`src/atbc_map.vh`:
```
`ifndef ATBC_MAP_VH
`define ATBC_MAP_VH
// ****************************************
// Configuration ports and indexes
// ****************************************
`define ATBC_PORT_INDEX 16'h0022
`define ATBC_PORT_DATA 16'h0023
`define ATBC_IDX_CPU_CLOCK 8'h60
`define ATBC_IDX_CMD_DELAY 8'h61
`define ATBC_IDX_WAIT_STATE 8'h62
// ****************************************
// Reset values
// ****************************************
`define ATBC_RST_INDEX 8'h00
`define ATBC_RST_CPU_CLOCK 8'h00
`define ATBC_RST_CMD_DELAY 8'h41
`define ATBC_RST_WAIT_STATE 8'h3c
// ****************************************
// Implemented bits per register
// ****************************************
`define ATBC_MASK_CPU_CLOCK 8'h01
`define ATBC_MASK_CMD_DELAY 8'hcf
`define ATBC_MASK_WAIT_STATE 8'h3f
// ****************************************
// Field positions
// ****************************************
`define ATBC_CD_IO_LSB 0
`define ATBC_CD_MEM_LSB 2
`define ATBC_CD_QUICK_OFF 6
`define ATBC_CD_HOLD 7
`define ATBC_WS_BCLK_LSB 0
`define ATBC_WS_8BIT_LSB 2
`define ATBC_WS_16BIT_LSB 4
// ****************************************
// Bus clock sources and modes
// ****************************************
`define ATBC_BCLK_HALF 2'h0
`define ATBC_BCLK_FULL 2'h1
`define ATBC_BCLK_EXT 2'h2
`define ATBC_MODE_NORMAL 2'h0
`define ATBC_MODE_QUICK 2'h1
`define ATBC_MODE_DELAYED 2'h2
`define ATBC_MODE_EXTERNAL 2'h3
// ****************************************
// Timing counts
// ****************************************
`define ATBC_WS8_BASE 3'h2
`define ATBC_HOLD_CYCLES 2'h2
`endif

```
`src/atbc_clkgen.v`:
```
`include "atbc_map.vh"
`default_nettype none
module atbc_clkgen (
   input wire core_clk,
   input wire reset_n,
   input wire [1:0] mode,
   input wire external_bus_clock_in,
   output wire bus_state_en,
   output wire sys_state_en,
   output reg system_half_clock
);
   // ****************************************
   // External clock synchroniser
   // ****************************************
   reg ext_s1_q;
   reg ext_s2_q;
   reg ext_s3_q;
   reg div_q;
   reg sys_phase_q;
   wire ext_rise;
   always @(posedge core_clk) begin
      if (!reset_n) begin
         ext_s1_q <= 1'b0;
         ext_s2_q <= 1'b0;
         ext_s3_q <= 1'b0;
      end else begin
         ext_s1_q <= external_bus_clock_in;
         ext_s2_q <= ext_s1_q;
         ext_s3_q <= ext_s2_q;
      end
   end
   assign ext_rise = ext_s2_q & ~ext_s3_q;
   // ****************************************
   // Dividers
   // ****************************************
   // Bus states: half rate, full rate or external edges
   assign bus_state_en = (mode == `ATBC_MODE_NORMAL) ? div_q :
                         (mode == `ATBC_MODE_EXTERNAL) ? ext_rise : 1'b1;
   // System clock is always the bus clock halved
   assign sys_state_en = bus_state_en & sys_phase_q;
   always @(posedge core_clk) begin
      if (!reset_n) begin
         div_q <= 1'b0;
         sys_phase_q <= 1'b0;
         system_half_clock <= 1'b0;
      end else begin
         div_q <= ~div_q;
         if (bus_state_en) begin
            sys_phase_q <= ~sys_phase_q;
            system_half_clock <= ~sys_phase_q;
         end
      end
   end
endmodule // atbc_clkgen
`default_nettype wire

```
`src/atbc_ctrl.v`:
```
`include "atbc_map.vh"
`default_nettype none
// Functional notes
// - Reset runs normal mode, bus /2, system /4
// - Normal: strobe and commands only for expansion
// - Default: one I/O command delay
// - Hold bit delays READY by one command state
// - Hold extension only in normal mode
// - Quick mode: bit6 zero, full-rate bus clock
// - Quick: strobe always, commands expansion only
// - Quick: action enable timing by direction
// - Delayed mode: bit6 set, full-rate bus clock
// - Delayed: strobe after sampling flag high
// - Delayed: pulse upper address latch enable
// - Count command delays and wait states
// - External clock source selects external mode
// - External: latch flag, resample on bus edge
// - External: detect command off, then READY
// - Flag low local, high to bus machine
// - Index config_index_select, data config_data_window
// - Reserved bits reset and read zero
// - Wait-state register at index 62H
// - Bits 1:0 select bus clock source
// - Wait-state fields for 8 and 16 bit
module atbc_ctrl (
   input wire core_clk,
   input wire reset_n,
   input wire [15:0] io_addr,
   input wire io_wr,
   input wire io_rd,
   input wire [7:0] io_wdata,
   output reg [7:0] io_rdata,
   output reg io_rvalid,
   input wire cycle_start,
   input wire cycle_write,
   input wire cycle_io,
   input wire cycle_16bit,
   input wire next_is_bus_write,
   input wire expansion_cycle_flag,
   input wire external_bus_clock_in,
   output reg cpu_addr_latch_strobe,
   output reg bus_addr_latch_strobe,
   output reg upper_addr_latch_enable,
   output reg action_code_enable,
   output reg bus_mem_read_cmd,
   output reg bus_mem_write_cmd,
   output reg bus_io_read_cmd,
   output reg bus_io_write_cmd,
   output reg cpu_ready_n,
   output wire bus_state_en,
   output wire sys_state_en,
   output wire system_half_clock,
   output reg [1:0] mode_q
);
   // ****************************************
   // Configuration registers
   // ****************************************
   reg [7:0] index_q;
   reg [7:0] cpu_clock_selector_q;
   reg [7:0] command_delay_control_q;
   reg [7:0] wait_state_bus_clock_select_q;
   reg [7:0] rd_d;
   wire idx_sel = io_addr == `ATBC_PORT_INDEX;
   wire dat_sel = io_addr == `ATBC_PORT_DATA;
   always @* begin
      rd_d = 8'h00;
      if (idx_sel) begin
         rd_d = index_q;
      end else if (dat_sel) begin
         case (index_q)
            `ATBC_IDX_CPU_CLOCK: rd_d = cpu_clock_selector_q;
            `ATBC_IDX_CMD_DELAY: rd_d = command_delay_control_q;
            `ATBC_IDX_WAIT_STATE: rd_d = wait_state_bus_clock_select_q;
            default: rd_d = 8'h00;
         endcase
      end
   end
   always @(posedge core_clk) begin
      if (!reset_n) begin
         index_q <= `ATBC_RST_INDEX;
         cpu_clock_selector_q <= `ATBC_RST_CPU_CLOCK;
         command_delay_control_q <= `ATBC_RST_CMD_DELAY;
         wait_state_bus_clock_select_q <= `ATBC_RST_WAIT_STATE;
         io_rdata <= 8'h00;
         io_rvalid <= 1'b0;
      end else begin
         io_rvalid <= io_rd;
         if (io_rd) begin
            io_rdata <= rd_d;
         end
         if (io_wr && idx_sel) begin
            index_q <= io_wdata;
         end
         // Reserved bits are masked, so they stay zero
         if (io_wr && dat_sel) begin
            case (index_q)
               `ATBC_IDX_CPU_CLOCK:
                  cpu_clock_selector_q <= io_wdata & `ATBC_MASK_CPU_CLOCK;
               `ATBC_IDX_CMD_DELAY:
                  command_delay_control_q <= io_wdata & `ATBC_MASK_CMD_DELAY;
               `ATBC_IDX_WAIT_STATE:
                  wait_state_bus_clock_select_q <=
                     io_wdata & `ATBC_MASK_WAIT_STATE;
               default: index_q <= index_q;
            endcase
         end
      end
   end
   // ****************************************
   // Mode decode
   // ****************************************
   wire [1:0] bclk_sel = wait_state_bus_clock_select_q[`ATBC_WS_BCLK_LSB+1:
                                                       `ATBC_WS_BCLK_LSB];
   wire quick_off = command_delay_control_q[`ATBC_CD_QUICK_OFF];
   reg [1:0] mode_d;
   always @* begin
      case (bclk_sel)
         `ATBC_BCLK_EXT: mode_d = `ATBC_MODE_EXTERNAL;
         `ATBC_BCLK_FULL: mode_d = quick_off ? `ATBC_MODE_DELAYED :
                                               `ATBC_MODE_QUICK;
         default: mode_d = `ATBC_MODE_NORMAL;
      endcase
   end
   atbc_clkgen u_clkgen (
      .core_clk(core_clk),
      .reset_n(reset_n),
      .mode(mode_q),
      .external_bus_clock_in(external_bus_clock_in),
      .bus_state_en(bus_state_en),
      .sys_state_en(sys_state_en),
      .system_half_clock(system_half_clock)
   );
   // ****************************************
   // Cycle state machine
   // ****************************************
   localparam S_IDLE = 3'h0;
   localparam S_SAMPLE = 3'h1;
   localparam S_BUSWAIT = 3'h2;
   localparam S_LAG = 3'h3;
   localparam S_DELAY = 3'h4;
   localparam S_CMD = 3'h5;
   localparam S_HOLD = 3'h6;
   localparam S_READY = 3'h7;
   reg [2:0] state_q;
   reg [2:0] count_q;
   reg [1:0] hold_q;
   reg wr_q;
   reg io_q;
   reg w16_q;
   reg flag_latch_q;
   wire quick = mode_q == `ATBC_MODE_QUICK;
   wire delayed = mode_q == `ATBC_MODE_DELAYED;
   wire external = mode_q == `ATBC_MODE_EXTERNAL;
   wire hold_on = command_delay_control_q[`ATBC_CD_HOLD] &
                  (mode_q == `ATBC_MODE_NORMAL);
   wire [1:0] cd_io = command_delay_control_q[`ATBC_CD_IO_LSB+1:
                                              `ATBC_CD_IO_LSB];
   wire [1:0] cd_mem = command_delay_control_q[`ATBC_CD_MEM_LSB+1:
                                               `ATBC_CD_MEM_LSB];
   wire [1:0] ws8 = wait_state_bus_clock_select_q[`ATBC_WS_8BIT_LSB+1:
                                                  `ATBC_WS_8BIT_LSB];
   wire [1:0] ws16 = wait_state_bus_clock_select_q[`ATBC_WS_16BIT_LSB+1:
                                                   `ATBC_WS_16BIT_LSB];
   // 8-bit cycles start at two wait states, 16-bit at zero
   wire [2:0] ws_count = w16_q ? {1'b0, ws16} : ({1'b0, ws8} + `ATBC_WS8_BASE);
   wire [2:0] cd_count = {1'b0, io_q ? cd_io : cd_mem};
   wire cmd_any = bus_mem_read_cmd | bus_mem_write_cmd |
                  bus_io_read_cmd | bus_io_write_cmd;
   always @(posedge core_clk) begin
      if (!reset_n) begin
         mode_q <= `ATBC_MODE_NORMAL;
         state_q <= S_IDLE;
         count_q <= 3'h0;
         hold_q <= 2'h0;
         wr_q <= 1'b0;
         io_q <= 1'b0;
         w16_q <= 1'b0;
         flag_latch_q <= 1'b0;
         cpu_addr_latch_strobe <= 1'b0;
         bus_addr_latch_strobe <= 1'b0;
         upper_addr_latch_enable <= 1'b0;
         action_code_enable <= 1'b0;
         bus_mem_read_cmd <= 1'b0;
         bus_mem_write_cmd <= 1'b0;
         bus_io_read_cmd <= 1'b0;
         bus_io_write_cmd <= 1'b0;
         cpu_ready_n <= 1'b1;
      end else begin
         cpu_addr_latch_strobe <= 1'b0;
         cpu_ready_n <= 1'b1;
         // Mode only changes between cycles, never mid-transfer
         if (state_q == S_IDLE) begin
            mode_q <= mode_d;
         end
         case (state_q)
            S_IDLE: begin
               if (cycle_start) begin
                  cpu_addr_latch_strobe <= 1'b1;
                  bus_addr_latch_strobe <= quick;
                  wr_q <= cycle_write;
                  io_q <= cycle_io;
                  w16_q <= cycle_16bit;
                  state_q <= S_SAMPLE;
               end
            end
            S_SAMPLE: begin
               bus_addr_latch_strobe <= 1'b0;
               if (!expansion_cycle_flag) begin
                  // Local cycle: no commands in any mode
                  state_q <= S_READY;
               end else begin
                  flag_latch_q <= 1'b1;
                  // Write data codes lead the command by a state
                  action_code_enable <= wr_q;
                  state_q <= S_BUSWAIT;
               end
            end
            S_BUSWAIT: begin
               // External mode waits for the next bus rising edge
               if (bus_state_en && flag_latch_q) begin
                  flag_latch_q <= 1'b0;
                  if (delayed) begin
                     upper_addr_latch_enable <= 1'b1;
                     state_q <= S_LAG;
                  end else begin
                     bus_addr_latch_strobe <= ~quick;
                     count_q <= cd_count;
                     state_q <= S_DELAY;
                  end
               end
            end
            S_LAG: begin
               if (bus_state_en) begin
                  // Strobe one bus state after the flag sample
                  bus_addr_latch_strobe <= 1'b1;
                  count_q <= cd_count;
                  state_q <= S_DELAY;
               end
            end
            S_DELAY: begin
               if (bus_state_en) begin
                  bus_addr_latch_strobe <= 1'b0;
                  upper_addr_latch_enable <= 1'b0;
                  if (count_q == 3'h0) begin
                     bus_mem_read_cmd <= ~io_q & ~wr_q;
                     bus_mem_write_cmd <= ~io_q & wr_q;
                     bus_io_read_cmd <= io_q & ~wr_q;
                     bus_io_write_cmd <= io_q & wr_q;
                     action_code_enable <= 1'b1;
                     count_q <= ws_count;
                     state_q <= S_CMD;
                  end else begin
                     count_q <= count_q - 3'h1;
                  end
               end
            end
            S_CMD: begin
               if (bus_state_en) begin
                  if (count_q == 3'h0) begin
                     bus_mem_read_cmd <= 1'b0;
                     bus_mem_write_cmd <= 1'b0;
                     bus_io_read_cmd <= 1'b0;
                     bus_io_write_cmd <= 1'b0;
                     hold_q <= `ATBC_HOLD_CYCLES;
                     state_q <= S_HOLD;
                  end else begin
                     count_q <= count_q - 3'h1;
                  end
               end
            end
            S_HOLD: begin
               // Command seen inactive on a fast-clock edge
               if (external && cmd_any) begin
                  state_q <= S_HOLD;
               end else if (hold_on && hold_q != 2'h0) begin
                  hold_q <= hold_q - 2'h1;
               end else begin
                  state_q <= S_READY;
               end
            end
            S_READY: begin
               cpu_ready_n <= 1'b0;
               // Codes stay on into a following bus write
               action_code_enable <= action_code_enable & next_is_bus_write;
               state_q <= S_IDLE;
            end
            default: state_q <= S_IDLE;
         endcase
      end
   end
endmodule // atbc_ctrl
`default_nettype wire

```
`config.mk`:
```
export PLATFORM = sky130hd
export DESIGN_NAME = atbc_ctrl
export DESIGN_NICKNAME = d
export VERILOG_FILES = /design/src/atbc_clkgen.v /design/src/atbc_ctrl.v
export VERILOG_INCLUDE_DIRS = /design/src /design/src/src
export SDC_FILE = /design/constraint.sdc
export NUM_CORES = 1
export LEC_CHECK = 0
export BUFFER_PORTS_ARGS = -buffer_cell sky130_fd_sc_hd__clkbuf_2
export CAP_MARGIN = 25
export CORE_MARGIN = 5
export CORE_UTILIZATION = 50
export CTS_BUF_LIST = sky130_fd_sc_hd__clkbuf_2 sky130_fd_sc_hd__clkbuf_4 sky130_fd_sc_hd__clkbuf_8
export CTS_CLUSTER_SIZE = 14
export DETAILED_ROUTE_END_ITERATION = 12
export HOLD_SLACK_MARGIN = 0.03
export PLACE_DENSITY = 0.83
export SLEW_MARGIN = 10
export SYNTH_ARGS = -nofsm -noshare
export SYNTH_HDL_FRONTEND = slang
export SYNTH_SLANG_ARGS = --single-unit
```
`constraint.sdc`:
```
create_clock -name core_clk -period 2.9 [get_ports core_clk]
set_clock_uncertainty 0.1 [all_clocks]
set_input_delay 0.725 -clock core_clk [delete_from_list [all_inputs] [get_ports core_clk]]
set_output_delay 0.725 -clock core_clk [all_outputs]
set_load 0.05 [all_outputs]
```
After elaboration in Yosys (flattened, before gate mapping)
Cells that the tools add are included.

Div/mod/pow operators: 0. Bitwise logic cells: 17. Multiply operators: 0. $lt $le $gt $ge: 0. Shift operators: 0. Add/subtract/negate cells: 3. Eq/ne operators: 32. Muxes and demuxes: 69. Reduce and logical (&&, ||, !) cells: 30.

Operators by type and width (number): 3-bit two-way mux (19); 8-bit two-way mux (5); 16-bit by 6-bit == test with 1-bit output (second input constant) (2); 2-bit inequality test (second input constant) (14); 1-bit two-way mux (26); 8-bit by 7-bit == test with 1-bit output (second input constant) (3); 3-bit one-hot mux with 8 select lines (1); 8-bit one-hot mux with 3 select lines (1); 3-bit == test (second input constant) (4); 2-bit two-way mux (6); 1-bit one-hot mux with 2 select lines (6); 3-bit one-hot mux with 4 select lines (1); 2-bit AND reduction (5); 5-bit AND reduction (2); 2-bit nonzero test (5); 1-bit AND (8); 2-bit one-hot mux with 2 select lines (2); 4-bit AND reduction (2); 8-bit AND reduction (1); 7-bit AND reduction (1); 2-bit == test (second input constant) (3); 3-bit by 2-bit == test with 1-bit output (second input constant) (2); 3-bit zero test (2); 1-bit NOT (6); other kinds (17) (24).

Bits of input ports: 35. Flip-flop bits (word level): 58. Latch bits: 0. Bits in writable memories: 0. Memories: 0. Bits in read-only memories: 0. Word-level logic and storage cells: 179. Output and inout bits: 23.

Logic depth before layout (Yosys ltp)
Depth in word-level cells: 7. Mapped depth: 7. Depth with buffers taken out: 7.

Hierarchy
From an unflattened synthesis, not the netlist that was laid out.

Cell total of the unflattened synthesis: 337. Area total of the unflattened synthesis: 2890.3 um^2.

By module, submodules not included: atbc_ctrl (sequential area each 1061.0 um^2, cells each 321, area an instance 2701.3 um^2, times used 1); atbc_clkgen (sequential area each 100.1 um^2, cells each 16, area an instance 188.9 um^2, times used 1).

Worst setup path after synthesis
OpenSTA, ideal clock, no wires.

Path type: reg2out. Start: register mode_q[1]. End: output port sys_state_en. Slack: 0.241 ns. Arrival time: 1.834 ns. Path buffers: 0. Required time: 2.075 ns. Stages on the path, launching flop included: 5. Path through: dfxtp_1 -> nor3_1 -> a21o_1 -> inv_2 -> and2_1.

Word-level cells in the longest chain between the ends: 4. Elaborated cells on any way between the ends: 5. Classes of those cells: eq/ne (1); mux (2); bitwise (1); reduce/logical (1).

RTL lines: start: declaration (line atbc_ctrl.v:53) `output reg [1:0] mode_q`; start signal: assignment (line atbc_ctrl.v:171) `` mode_q <= `ATBC_MODE_NORMAL; ``; start signal: assignment (line atbc_ctrl.v:193) `mode_q <= mode_d;`; 2-bit == test (no line); 1-bit two-way mux (line atbc_clkgen.v:38) `` (mode == `ATBC_MODE_EXTERNAL) ? ext_rise : 1'b1; ``; 1-bit two-way mux (*) (line atbc_clkgen.v:37) `` assign bus_state_en = (mode == `ATBC_MODE_NORMAL) ? div_q : ``; net bus_state_en (line atbc_ctrl.v:50) `output wire bus_state_en,`; 1-bit AND (*) (line atbc_clkgen.v:40) `assign sys_state_en = bus_state_en & sys_phase_q;`; end: declaration (line atbc_ctrl.v:51) `output wire sys_state_en,`.

Mark *: on every way through the listed nets, which the timed path passes. The rest lies on a longest branch.

Worst setup path in the final report
Start: register mode_q[1]. End: output port sys_state_en.

Word-level cells in the longest chain between the ends: 4. Elaborated cells on any way between the ends: 5. Classes of those cells: eq/ne (1); mux (2); bitwise (1); reduce/logical (1).

RTL lines (line): 2-bit == test (no line); 1-bit two-way mux (atbc_clkgen.v:38); 1-bit two-way mux (*) (atbc_clkgen.v:37); 1-bit AND (*) (atbc_clkgen.v:40).

Mark *: on every way between the ends. The rest lies on a longest branch, timed or not.

==> impl_metrics.ini <==
[grt]
antenna_found_initial = 0
met2_usage = 0.336
grt_pass1_wl_um = 12300
grtUsageTotal = 0.200
gr-max-usage-layer = met2
grt_pass1_vias = 2841
grt_max_degree = 38
met1_usage = 0.231
grt-ovfl-total = 0
met3_usage = 0.0706

[sta]
grt_setup_unrepaired = no
finalSetupTns_ns = 0
final_hold_viol_count = 0
min_period_over_period = 0.925
finalSetupViolCount = 0
slew_violations = 0
min_period_ns = 2.68
max_slew.worst_pin.slew_ns = 0.746
slew_headroom = 0.501
max_freq_mhz = 373
setup_ws_ns = 0.217

[cells_and_area]
drive_gt1_frac = 0.230
nets = 456
n_antenna_cell = 0
syn2layout_area_growth_pct = 18.7
final_util = 0.609

[synthesis]
ys_warn_count = 0
synthCells = 363
synth_top_family_by_area = simple AND/OR/NAND/NOR gates
synth_edf_count = 0
synth.mux.area_fraction = 0.0692
async_reset_ff_frac = 0
synth_area_leader_cell = dfxtp_1
synth-simple-area-share = 0.287
synth_adder_area_share = 0.0206
synth.most_common_cell = dfxtp_1
synthXorXnorAreaFrac = 0.00288
synth_area_per_cell_um2 = 8.37
synth_compound_area_frac = 0.192
synth_top_cell_area_share = 0.382
synth_area_um2 = 3040
synth_flop_cell = dfxtp_1
ys_types = 58
ys_seq_area_frac = 0.382
ys_ff_latch = 58
synth_common_cells = 58 x dfxtp_1, 44 x nand2_1, 23 x nor2_1, 21 x mux2i_1, 20 x a21oi_1
ys_top_cells_by_area = dfxtp_1 38%, mux2i_1 6.9%, nand2_1 5.4%, a21boi_0 4.0%, a21oi_1 3.3%
syn_nets = 403

[critical_path]
critPathLaunch = mode_q[1]
endpoint = sys_state_en
start_kind = flip-flop
rr_startpoint = state_q[2]
rrSetupSlack_ns = 0.62
worstPathArrival_ns = 1.86
reg2reg_depth = 4
crit_required_ns = 2.08
endpoint_kind = output pin
critPathMaxFanout = 9
crit_type = flip-flop to output pin
regToRegEndpoint = count_q[1]

[route]
drc = 0
antenna_left = 0
drtIter0Drc = 147
routed_via_density = 5.87
dr_total_vias = 2912
wl_per_cell_um = 14.7
dr.pass1.iters = 4
routed_wl_um = 7290

[die]
num_io_pins = 58
die_h_um = 87.9
row_count = 28
die_x_um = 87.9
dieArea_um2 = 7730
core_area_um2 = 5920
initial_core_util = 0.513

[min_path]
min_from = u_clkgen.ext_s1_q
hp-class = flip-flop to flip-flop

[clocking]
cts_tree = yes
clock_path_buffers = 2
cts-root-buf = clkbuf_8
clk_latency_ns = 0.33
cts_buffers = 9
htree_levels = 3
clk_pin_slew_ns = 0.07
postCtsHoldBufs = 0
cts_resized = 0
cts_sinks = 58
cts_setup_buffers = 0

[power_and_ir_drop]
cellPowerDensity_nw_per_um2 = 712
p_leak_nw = 1.50
peakVddDrop_mv = 0.421
finalPower_mw = 2.57

[placed_design]
place.gp.congestion = 0.897
dp_slack_ns = 0.324
io_buffers = 57
dp.final_hpwl_um = 5320

[run]
maxCapViolations = 0

[outcome]
outcome = finished clean
## report_power, final
| part | internal (mW) | switching (mW) | leakage [nW] | total [mW] |
|---|---|---|---|---|
| clock | 0.553 | 0.318 | 0.119 | 0.871 |
| sequential | 0.854 | 0.106 | 0.472 | 0.960 |
| combinational | 0.295 | 0.442 | 0.910 | 0.737 |
| total | 1.70 | 0.866 | 1.50 | 2.57 |
## state kept, by name, indices dropped and copies added (netlist names), 2 cells and up
register                       cells
index_q                            8
io_rdata                           8
command_delay_control_q            6
wait_state_bus_clock_select_q      6
count_q                            3
state_q                            3
hold_q                             2
mode_q                             2
## worst max-delay path, stage by stage (launching register included)
cell      delay [ns]
dfxtp_1         0.38
nor3_1          0.37
a21o_1          0.25
inv_2           0.12
and2_1          0.17
clkbuf_2        0.23
## kinds of logic after synthesis
kind of cell | after synthesis
AO/OA/AOI/OAI | 90
XOR/XNOR | 1
adder cells (fa/ha/maj) | 5
buffers and inverters | 33
flip-flops | 58
multiplexers | 21
AND/OR/NAND/NOR | 155
## cells in the final DEF (no fill, tap or decap), types with 2 or more instances in the layout
cell / n
nor4b_1: 2
nor2b_1: 9
mux2i_1: 21
nor4_1: 2
a21boi_0: 16
o21ai_0: 19
nand3_2: 2
clkbuf_8: 12
or4_1: 2
inv_1: 11
clkbuf_2: 57
buf_4: 6
dfxtp_1: 58
a21oi_1: 20
and3_1: 4
nand2b_1: 10
bufinv_16: 2
o211ai_1: 4
o21a_1: 2
nor2_1: 23
or4b_2: 2
and2_1: 8
nand3_1: 17
a22o_1: 3
a31o_2: 3
nor3_1: 6
nand4_1: 7
nand2_1: 44
or2_2: 2
nand4_2: 2
or4b_1: 2
a211oi_1: 2
a31oi_1: 7
o22ai_1: 3
ha_1: 5
nor4_4: 2
## worst min path at each step
stage	end	slack, ns	depth (start not counted)
global route	u_clkgen.ext_s2_q	0.36	1
floorplan	u_clkgen.div_q	0.31	1
global placement	u_clkgen.ext_s2_q	0.32	1
finish	u_clkgen.ext_s2_q	0.34	1
detailed placement	u_clkgen.ext_s2_q	0.32	1
CTS	u_clkgen.div_q	0.34	1
## through the flow
step | instances | hold slack [ns] | instance area [um^2]
floorplan | 363 | 0.308 | 3040
CTS | 496 | 0.339 | 3610
global route | 496 | 0.364 | 3610
finish | 496 | 0.337 | 3610
global placement | 480 | 0.317 | 3370
detailed placement | 480 | 0.324 | 3370
## metal layers
metal / vias to the layer above / part of all wire
met4: 0 / 0.0088
met5: - / 0
met1: 1367 / 0.42
met2: 121 / 0.49
li1: 1416 / -
met3: 8 / 0.080
## cell type report
type / instances / area [um^2]
fillers: 532 / 2310
multi-input cells: 272 / 1740
flip-flops and latches: 58 / 1160
repair buffers: 63 / 330
clock buffers: 12 / 165
well taps: 75 / 93.8
clock inverters: 4 / 72.6
inverters: 12 / 45.0
(Power assumes the default switching activity.)
